$ cat config.mk
export PLATFORM = sky130hd
export DESIGN_NAME = lei_irq
export DESIGN_NICKNAME = d
export VERILOG_FILES = /design/src/rtl/lei_cell_screen.v /design/src/rtl/lei_irq.v
export VERILOG_INCLUDE_DIRS = /design/src /design/src/common
export SDC_FILE = /design/constraint.sdc
export NUM_CORES = 1
export LEC_CHECK = 0
export BUFFER_PORTS_ARGS = -buffer_cell sky130_fd_sc_hd__buf_4
export CAP_MARGIN = 0
export CORE_AREA = 2 2 192 194
export CTS_CLUSTER_SIZE = 30
export DETAILED_ROUTE_END_ITERATION = 7
export DIE_AREA = 0 0 194 196
export PLACE_DENSITY = 0.45
export SLEW_MARGIN = 10
export SYNTH_ARGS = -nofsm -noshare
export SYNTH_HDL_FRONTEND = slang
export SYNTH_HIERARCHICAL = 1
export SYNTH_SLANG_ARGS = --single-unit
$ cat constraint.sdc
create_clock -name hclk -period 1.8 [get_ports hclk]
set_input_delay 0.18 -clock hclk [delete_from_list [all_inputs] [get_ports hclk]]
set_output_delay 0.18 -clock hclk [all_outputs]
set_load 0.02 [all_outputs]
$ cat src/common/lei_consts.vh
`ifndef LEI_CONSTS_VH
`define LEI_CONSTS_VH

// ----------------------------------------
// register indices (byte address = index * 4)
// ----------------------------------------
`define LEI_IDX_LINE_EN      8'h2D
`define LEI_IDX_EVENT_EN     8'h2E
`define LEI_IDX_LINE_STATUS  8'h38
`define LEI_IDX_EVENT_STATUS 8'h39

// ----------------------------------------
// reset values
// ----------------------------------------
`define LEI_RST_LINE_EN      16'h0000
`define LEI_RST_EVENT_EN     16'h0000
`define LEI_RST_STATUS       16'h0000

// ----------------------------------------
// line interface modes
// ----------------------------------------
`define LEI_MODE_EXT_FRAMER  3'h0
`define LEI_MODE_DS3         3'h1
`define LEI_MODE_G751_E3     3'h2
`define LEI_MODE_SONET       3'h3
`define LEI_MODE_G832        3'h4

// ----------------------------------------
// line bits that carry a condition per mode
// ----------------------------------------
`define LEI_LMASK_EXT_FRAMER 16'h7FE1
`define LEI_LMASK_DS3        16'h7FFF
`define LEI_LMASK_G751_E3    16'h7FF7
`define LEI_LMASK_SONET      16'hFFFF
`define LEI_LMASK_G832       16'h7DE5
`define LEI_LMASK_ALWAYS     16'h4001

// ----------------------------------------
// event bit positions
// ----------------------------------------
`define LEI_EV_RCV_HOLD      15
`define LEI_EV_APS           12
`define LEI_EV_SOC_ERR       11
`define LEI_EV_PAR_HI        10
`define LEI_EV_PAR_LO        7
`define LEI_EV_IDLE          6
`define LEI_EV_NO_MATCH      5
`define LEI_EV_GFC           4
`define LEI_EV_PAY_LEN       3
`define LEI_EV_PAY_CRC       2
`define LEI_EV_HEC_UNCOR     1
`define LEI_EV_HEC_COR       0
`define LEI_EV_WRITABLE      16'h9FFF

// ----------------------------------------
// cell header layout
// ----------------------------------------
`define LEI_GFC_HI           31
`define LEI_GFC_LO           28

`endif

$ cat src/rtl/lei_cell_screen.v
`timescale 1ns/100ps
`include "lei_consts.vh"

module lei_cell_screen #(
  parameter NPORTS = 4
) (
  // clock and reset
  input  wire                 hclk,
  input  wire                 hresetn,
  // received cell header
  input  wire                 cell_hdr_valid,
  input  wire [31:0]          cell_hdr,
  // programmed screens
  input  wire [31:0]          idle_header_match_value,
  input  wire [31:0]          idle_header_match_mask,
  input  wire [32*NPORTS-1:0] port_header_match_value,
  input  wire [32*NPORTS-1:0] port_header_match_mask,
  // one-cycle results
  output reg                  idle_hit,
  output reg                  no_match_hit,
  output reg                  gfc_nonzero_hit
);

  // ----------------------------------------
  // masked compare
  // ----------------------------------------
  // a set mask bit makes that header bit a don't-care
  function match_hdr;
    input [31:0] hdr;
    input [31:0] val;
    input [31:0] msk;
    begin
      match_hdr = &((~(hdr ^ val)) | msk);
    end
  endfunction

  reg     any_port;
  reg     is_idle;
  integer i;

  always @* begin
    any_port = 1'b0;
    is_idle  = match_hdr(cell_hdr, idle_header_match_value, idle_header_match_mask);
    for (i = 0; i < NPORTS; i = i + 1) begin
      if (match_hdr(cell_hdr, port_header_match_value[32*i +: 32],
                    port_header_match_mask[32*i +: 32])) begin
        any_port = 1'b1;
      end
    end
  end

  // ----------------------------------------
  // registered event pulses
  // ----------------------------------------
  // idle cells are screened out before port matching, so they never
  // count as non-matching as well
  always @(posedge hclk or negedge hresetn) begin
    if (!hresetn) begin
      idle_hit        <= 1'b0;
      no_match_hit    <= 1'b0;
      gfc_nonzero_hit <= 1'b0;
    end else begin
      idle_hit        <= cell_hdr_valid & is_idle;
      no_match_hit    <= cell_hdr_valid & ~is_idle & ~any_port;
      gfc_nonzero_hit <= cell_hdr_valid &
                         (|cell_hdr[`LEI_GFC_HI:`LEI_GFC_LO]);
    end
  end

endmodule

$ cat src/rtl/lei_irq.v
// How it works
// - a status bit reaches the interrupt only when its same-position enable is set
// - line enable at index 2D gates the line status at index 38
// - event enable at index 2E gates the event status at index 39
// - meaning and validity of each line bit follow the selected line mode
// - set enable lets its condition interrupt; cleared enable blocks it
// - event bit 15 records a high level seen on the receiver hold input
// - event bit 12 records a change of the received K1/K2 bytes
// - event bit 11 records a start-of-cell error on fifo control bit 0
// - event bits 10..7 record port 3..0 parity errors, only with checking on
// - event bit 6 records a cell matching the masked idle header
// - event bit 5 records a non-idle cell matching no masked port header
// - event bit 4 records a cell whose GFC field is not zero
// - event bit 3 records an AAL3/4 payload length error
// - event bit 2 records an AAL3/4 payload CRC error
// - event bit 1 records an uncorrectable HEC error
// - event bit 0 records a corrected HEC error
//
// The AHB-Lite register port was decided locally.
`timescale 1ns/100ps
`include "lei_consts.vh"

module lei_irq #(
  parameter NPORTS = 4
) (
  // clock and reset
  input  wire                 hclk,
  input  wire                 hresetn,
  // ahb-lite slave
  input  wire                 hsel,
  input  wire [11:0]          haddr,
  input  wire [1:0]           htrans,
  input  wire                 hwrite,
  input  wire [2:0]           hsize,
  input  wire [31:0]          hwdata,
  input  wire                 hready,
  output reg  [31:0]          hrdata,
  output wire                 hreadyout,
  output wire                 hresp,
  // line side
  input  wire [2:0]           line_mode,
  input  wire [15:0]          line_cond_in,
  // event sources
  input  wire                 receiver_hold_in,
  input  wire [15:0]          aps_k1k2,
  input  wire                 aps_k1k2_valid,
  input  wire                 fifo_control_in,
  input  wire                 parity_check_en,
  input  wire [NPORTS-1:0]    parity_err_in,
  input  wire                 aal34_mode,
  input  wire                 pay_len_err_in,
  input  wire                 pay_crc_err_in,
  input  wire                 hec_uncor_in,
  input  wire                 hec_cor_in,
  // cell screening
  input  wire                 cell_hdr_valid,
  input  wire [31:0]          cell_hdr,
  input  wire [31:0]          idle_header_match_value,
  input  wire [31:0]          idle_header_match_mask,
  input  wire [32*NPORTS-1:0] port_header_match_value,
  input  wire [32*NPORTS-1:0] port_header_match_mask,
  // other enable/status pairs, already gated
  input  wire                 ovfl_irq_in,
  input  wire                 cell_irq_in,
  // interrupt
  output reg                  stat_irq
);

  // ----------------------------------------
  // line validity per mode
  // ----------------------------------------
  // positions shown as 0 or don't-care in a mode never set status,
  // so stray framer outputs cannot raise an interrupt
  function [15:0] line_valid;
    input [2:0] mode;
    begin
      case (mode)
        `LEI_MODE_EXT_FRAMER: line_valid = `LEI_LMASK_EXT_FRAMER;
        `LEI_MODE_DS3:        line_valid = `LEI_LMASK_DS3;
        `LEI_MODE_G751_E3:    line_valid = `LEI_LMASK_G751_E3;
        `LEI_MODE_SONET:      line_valid = `LEI_LMASK_SONET;
        `LEI_MODE_G832:       line_valid = `LEI_LMASK_G832;
        default:              line_valid = `LEI_LMASK_ALWAYS;
      endcase
    end
  endfunction

  // register index from a byte address
  function [7:0] reg_index;
    input [11:0] addr;
    begin
      reg_index = addr[9:2];
    end
  endfunction

  // write strobe for one register index in the data phase
  function wr_hit;
    input       pend;
    input [7:0] cur;
    input [7:0] idx;
    begin
      wr_hit = pend & (cur == idx);
    end
  endfunction

  // sticky status: a written one clears, but a condition arriving in the
  // same cycle wins so that no event is lost
  function [15:0] w1c_update;
    input [15:0] cur;
    input [15:0] clr;
    input [15:0] set;
    begin
      w1c_update = (cur & ~clr) | set;
    end
  endfunction

  // ----------------------------------------
  // bus state
  // ----------------------------------------
  reg  [15:0] line_irq_enable;
  reg  [15:0] event_irq_enable;
  reg  [15:0] line_status;
  reg  [15:0] event_status;
  reg         wr_pend;
  reg         rd_pend;
  reg  [7:0]  dp_index;
  reg  [15:0] aps_prev;
  reg         aps_seen;

  wire        addr_take;
  wire        wr_line_en;
  wire        wr_event_en;
  wire        wr_line_st;
  wire        wr_event_st;
  wire        idle_hit;
  wire        no_match_hit;
  wire        gfc_nonzero_hit;
  wire [15:0] line_pend_irq;
  wire [15:0] event_pend_irq;

  reg  [15:0] line_set;
  reg  [15:0] event_set;
  reg  [15:0] line_clr;
  reg  [15:0] event_clr;
  reg  [15:0] next_line_status;
  reg  [15:0] next_event_status;
  reg  [31:0] next_hrdata;

  // reads wait one cycle so that a write just before is seen
  assign hreadyout = ~rd_pend;
  assign hresp     = 1'b0;
  assign addr_take = hsel & htrans[1] & hready;

  // a data phase lasts until hready is seen high, so the pending flags
  // advance only then; a read drops its flag after its single wait
  always @(posedge hclk or negedge hresetn) begin
    if (!hresetn) begin
      wr_pend  <= 1'b0;
      rd_pend  <= 1'b0;
      dp_index <= 8'h00;
    end else begin
      if (hready) begin
        wr_pend <= addr_take & hwrite;
        rd_pend <= addr_take & ~hwrite;
        if (addr_take) begin
          dp_index <= reg_index(haddr);
        end
      end else begin
        rd_pend <= 1'b0;
      end
    end
  end

  assign wr_line_en  = wr_hit(wr_pend, dp_index, `LEI_IDX_LINE_EN);
  assign wr_event_en = wr_hit(wr_pend, dp_index, `LEI_IDX_EVENT_EN);
  assign wr_line_st  = wr_hit(wr_pend, dp_index, `LEI_IDX_LINE_STATUS);
  assign wr_event_st = wr_hit(wr_pend, dp_index, `LEI_IDX_EVENT_STATUS);

  // ----------------------------------------
  // enable registers
  // ----------------------------------------
  always @(posedge hclk or negedge hresetn) begin
    if (!hresetn) begin
      line_irq_enable  <= `LEI_RST_LINE_EN;
      event_irq_enable <= `LEI_RST_EVENT_EN;
    end else begin
      if (wr_line_en) begin
        line_irq_enable <= hwdata[15:0];
      end
      if (wr_event_en) begin
        // reserved bits 14..13 are held at zero whatever is written
        event_irq_enable <= hwdata[15:0] & `LEI_EV_WRITABLE;
      end
    end
  end

  // ----------------------------------------
  // aps byte change detector
  // ----------------------------------------
  // the first K1/K2 after reset only primes the compare; only consecutive
  // strobes are compared, so a value that changes and returns unstrobed
  // raises nothing
  always @(posedge hclk or negedge hresetn) begin
    if (!hresetn) begin
      aps_prev <= 16'h0000;
      aps_seen <= 1'b0;
    end else if (aps_k1k2_valid) begin
      aps_prev <= aps_k1k2;
      aps_seen <= 1'b1;
    end
  end

  // ----------------------------------------
  // cell header screening
  // ----------------------------------------
  lei_cell_screen #(
    .NPORTS (NPORTS)
  ) u_screen (
    .hclk                    (hclk),
    .hresetn                 (hresetn),
    .cell_hdr_valid          (cell_hdr_valid),
    .cell_hdr                (cell_hdr),
    .idle_header_match_value (idle_header_match_value),
    .idle_header_match_mask  (idle_header_match_mask),
    .port_header_match_value (port_header_match_value),
    .port_header_match_mask  (port_header_match_mask),
    .idle_hit                (idle_hit),
    .no_match_hit            (no_match_hit),
    .gfc_nonzero_hit         (gfc_nonzero_hit)
  );

  // ----------------------------------------
  // status set and clear
  // ----------------------------------------
  always @* begin
    line_set = line_cond_in & line_valid(line_mode);
    event_set = 16'h0000;
    event_set[`LEI_EV_RCV_HOLD] = receiver_hold_in;
    event_set[`LEI_EV_APS] = aps_k1k2_valid & aps_seen &
                             (aps_k1k2 != aps_prev);
    event_set[`LEI_EV_SOC_ERR] = fifo_control_in;
    event_set[`LEI_EV_PAR_HI:`LEI_EV_PAR_LO] =
      parity_err_in & {NPORTS{parity_check_en}};
    event_set[`LEI_EV_IDLE] = idle_hit;
    event_set[`LEI_EV_NO_MATCH] = no_match_hit;
    event_set[`LEI_EV_GFC] = gfc_nonzero_hit;
    event_set[`LEI_EV_PAY_LEN] = pay_len_err_in & aal34_mode;
    event_set[`LEI_EV_PAY_CRC] = pay_crc_err_in & aal34_mode;
    event_set[`LEI_EV_HEC_UNCOR] = hec_uncor_in;
    event_set[`LEI_EV_HEC_COR] = hec_cor_in;
    line_clr  = wr_line_st ? hwdata[15:0] : 16'h0000;
    event_clr = wr_event_st ? hwdata[15:0] : 16'h0000;
    next_line_status  = w1c_update(line_status, line_clr, line_set);
    next_event_status = w1c_update(event_status, event_clr, event_set);
  end

  always @(posedge hclk or negedge hresetn) begin
    if (!hresetn) begin
      line_status  <= `LEI_RST_STATUS;
      event_status <= `LEI_RST_STATUS;
    end else begin
      line_status  <= next_line_status;
      event_status <= next_event_status;
    end
  end

  // ----------------------------------------
  // read data
  // ----------------------------------------
  always @* begin
    case (dp_index)
      `LEI_IDX_LINE_EN:      next_hrdata = {16'h0000, line_irq_enable};
      `LEI_IDX_EVENT_EN:     next_hrdata = {16'h0000, event_irq_enable};
      `LEI_IDX_LINE_STATUS:  next_hrdata = {16'h0000, line_status};
      `LEI_IDX_EVENT_STATUS: next_hrdata = {16'h0000, event_status};
      default:               next_hrdata = 32'h0000_0000;
    endcase
  end

  always @(posedge hclk or negedge hresetn) begin
    if (!hresetn) begin
      hrdata <= 32'h0000_0000;
    end else if (rd_pend) begin
      hrdata <= next_hrdata;
    end
  end

  // ----------------------------------------
  // interrupt output
  // ----------------------------------------
  // each status bit counts only through the enable at its own position
  assign line_pend_irq  = line_status & line_irq_enable;
  assign event_pend_irq = event_status & event_irq_enable;

  // registered so the pin never glitches on status or enable updates
  always @(posedge hclk or negedge hresetn) begin
    if (!hresetn) begin
      stat_irq <= 1'b0;
    end else begin
      stat_irq <= (|line_pend_irq) |
                  (|event_pend_irq) |
                  ovfl_irq_in | cell_irq_in;
    end
  end

endmodule

==> flow_metrics.env <==
export IMPL_async_flop_share_pct=100
export IMPL_synth_cells=700
export IMPL_whs_ns=0.0142
export IMPL_peakVddDrop_v=0.000481
export IMPL_tns_ns=0
export IMPL_setup_worst_path_end_class="flop"
export IMPL_finalSetupViolCount=0
export IMPL_core_um2=36100
export IMPL_drive_gt1_share_pct=49.5
export IMPL_clkPwrFrac_pct=32.1
export IMPL_p_switching_uw=2100
export IMPL_hold_violations=0
export IMPL_vias=7365
export IMPL_maxCapViolations=0
export IMPL_rsz0062_at_grt="false"
export IMPL_post_route_util_pct=32.8
export IMPL_p_int_uw=5200
export IMPL_gr_total_overflow=0
export IMPL_io_pins=492
export IMPL_routabilityCongestion=0.923
export IMPL_multi_input_area_um2=4340
export IMPL_netlist_area_leader_share_pct=36.2
export IMPL_drc_errors=0
export IMPL_avgRoutedWirePerCell_um=25.8
export IMPL_antenna_left=0
export IMPL_nFillCells=3831
export IMPL_fin_crit_ns=1.67
export IMPL_startpoint="dp_index[1]$_DFFE_PN0P_"
export IMPL_layout_cells_non_filler=1634
export IMPL_required_ns=2.04
export IMPL_post_cts_buffers=0
export IMPL_cts_buffers=9
export IMPL_fin_worst_skew_ns=0.00928
export IMPL_start_util_pct=20.9
export IMPL_synth_warnings=6
export IMPL_clk_latency_ns=0.36
export IMPL_synth_most_common_cell="xnor2_1"
export IMPL_rrSetupSlack_ns=0.13
export IMPL_die_area_um2=38000
export IMPL_ys_seq_elements=109
export IMPL_syn_avg_cell_area_um2=10.8
export IMPL_clock_path_buffers=2
export IMPL_synth_area_um2=7530
export IMPL_grt_pass1_vias=7758
export IMPL_comb_power_share_pct=31.4
export IMPL_synth_edf_count=0
export IMPL_nets=1615
export IMPL_hold_path_class="in2reg"
export IMPL_cts_sinks=109
export IMPL_switching_share_pct=28.7
export IMPL_register_area_um2=2730
export IMPL_seq_power_share_pct=36.5
export IMPL_timing_rr_end="line_irq_enable[0]$_DFFE_PN0P_"
export IMPL_antenna_found_initial=3
export IMPL_slowest_delay_ns=0.46
export IMPL_reg2reg_from="dp_index[1]$_DFFE_PN0P_"
export IMPL_leakagePower_uw=0.00521
export IMPL_hpwl_um=36700
export IMPL_grt_pass1_wl_um=57200
export IMPL_total_power_uw=7290
export IMPL_h_tree_depth=3
export IMPL_grt_use_total_pct=21.5
export IMPL_worst_slew_pin_slew_ns=0.607
export IMPL_crit_end="line_irq_enable[0]$_DFFE_PN0P_"
export IMPL_numPlacedInstances=1610
export IMPL_r2r_cells=4
export IMPL_slew_headroom_pct=59.2
export IMPL_die_h_um=196
export IMPL_crit_slowest_cell="dfrtp_1"
export IMPL_post_route_period_util_pct=92.8
export IMPL_via_per_inst=4.51
export IMPL_first_iter_violations=345
export IMPL_drt_total_wl_um=42200
export IMPL_core_rowCount=70
export IMPL_drtPass1Iterations=4
export IMPL_grt_max_degree=35
export IMPL_drv_slew=0
export IMPL_synth_cell_types=50
export IMPL_crit_type="reg2reg"
export IMPL_status="completed"
export IMPL_synthFlopType="dfrtp_1"
export IMPL_die_width_um=194
export IMPL_worst_ep_arrival_time_ns=1.91
export IMPL_root_buffer="clkbuf_16"
export IMPL_seq_area_frac_synth_pct=36.2
export IMPL_synthTopCellsByCount="xnor2_1 (158), dfrtp_1 (109), o22ai_1 (81)"
export IMPL_synth_area_leaders="dfrtp_1 (36%), xnor2_1 (18%), o22ai_1 (6.7%), mux2_2 (6.6%), buf_6 (3.1%)"
export IMPL_worstSetupStartpointType="flop"
export IMPL_fmax_mhz=599
export IMPL_yosysTopAreaCell="dfrtp_1"
export IMPL_tritoncts="yes"
export IMPL_syn_to_final_growth_pct=57.0
export IMPL_cp_max_fo=16
export IMPL_port_buffers=450
export IMPL_crit_chain="or2b_4 -> nor3_4 -> buf_12 -> mux2_2"
export IMPL_path_clk_slew_ns=0.08
export IMPL_powerDensity_nw_per_um2=617
[layout by cell type, fill, tap and decap left out, types with 4 or more instances in the layout]
cell           Yosys  final
mux2_4            10     10
buf_12             0      6
o2bb2ai_1         16     16
xor2_1            16     16
mux2_2            44     44
nor2_1             7      7
nor4_1            24     24
nand3_1            5      5
buf_4             21    483
dfrtp_1          109    109
a22oi_1           27     27
mux2i_1           14     14
inv_1              4      4
o22a_1            14     14
nand2_1           34     34
a22o_1            21     21
a21o_1             9      9
xnor2_1          158    158
dlygate4sd3_1      0      5
nand4_1            9      9
clkbuf_16          0      9
o22ai_1           81     81
conb_1             1     17
[worst min-delay path by stage]
stage / start / to / slack, ns / cells past startpoint
3_3_place_gp: hresetn / dp_index[5]$_DFFE_PN0P_ / 0.16 / 1
5_1_grt: fifo_control_in / event_status[11]$_DFF_PN0_ / 0.003 / 2
4_1_cts: fifo_control_in / event_status[11]$_DFF_PN0_ / 0.001 / 2
3_5_place_dp: hresetn / dp_index[5]$_DFFE_PN0P_ / 0.15 / 1
2_1_floorplan: hresetn / aps_prev[0]$_DFFE_PN0P_ / -0.12 / 0
6_report: receiver_hold_in / event_status[15]$_DFF_PN0_ / 0.01 / 2
[stage by stage]
stage	worst slack (ns)	instance area [um2]
5_1_grt	0.0563	11800
2_1_floorplan	0.171	7590
6_report	0.129	11800
4_1_cts	0.109	11800
3_5_place_dp	-0.0251	11400
3_3_place_gp	-0.0335	11400
[layer usage]
metal / up-vias / wire length [um] / global-route usage [%]
met2: 292 / 20700 / 36.2
met4: 0 / 572 / 3.84
li1: 3462 / - / -
met3: 24 / 2790 / 4.37
met1: 3587 / 18100 / 28.6
met5: - / 0 / 0
[logic make-up after synthesis]
family | after synthesis | synth area share (%)
AOI/OAI and AO/OA | 178 | 17.4
xor gates and xnor gates | 176 | 20.7
buffers and inverters | 68 | 6.95
DFF | 109 | 36.2
muxes | 68 | 10.4
other | 1 | 0.0498
and+or+nand+nor | 100 | 8.28
[sequential cells by signal, summed over array words and instances, names as in the netlist]
register	flops
line_status	16
line_irq_enable	16
dp_index	8
wr_pend	1
aps_prev	16
rd_pend	1
event_status	16
hrdata	16
u_screen/gfc_nonzero_hit	1
aps_seen	1
u_screen/idle_hit	1
event_irq_enable	14
stat_irq	1
u_screen/no_match_hit	1
[power groups by stage]
stage / sequential (uW) / clock (uW) / combinational [uW]
2_1_floorplan: 2680 / 0 / 1050
3_3_place_gp: 2700 / 0 / 2290
3_5_place_dp: 2710 / 0 / 2290
4_1_cts: 2660 / 2410 / 2310
5_1_grt: 2680 / 2520 / 2440
6_report: 2660 / 2340 / 2290
[layout make-up]
cell class,count,share of cell area (%)
antenna,3,0.0635
clock buffer,9,1.91
clock inverter,7,1.02
inverter,5,0.159
multi-input combinational,539,36.7
sequential,109,23.1
tap,468,4.95
timing repair buffer,494,32.1
[critical path, delay by kind of cell, from the launching register on]
| family | cells | cell delay [ns] |
|---|---|---|
| AND/OR/NAND/NOR | 2 | 0.52 |
| multiplexers | 1 | 0.35 |
| buffers and inverters | 1 | 0.21 |
| flip-flops | 1 | 0.46 |
[timing repair]
item                                    4_1_cts  5_1_grt
endpoints found under the setup margin        0        0
resized for setup                             0        0
hold endpoints to repair                     31        0
hold buffers                                  5        0
No activity file was read; power rests on OpenSTA's default activity.
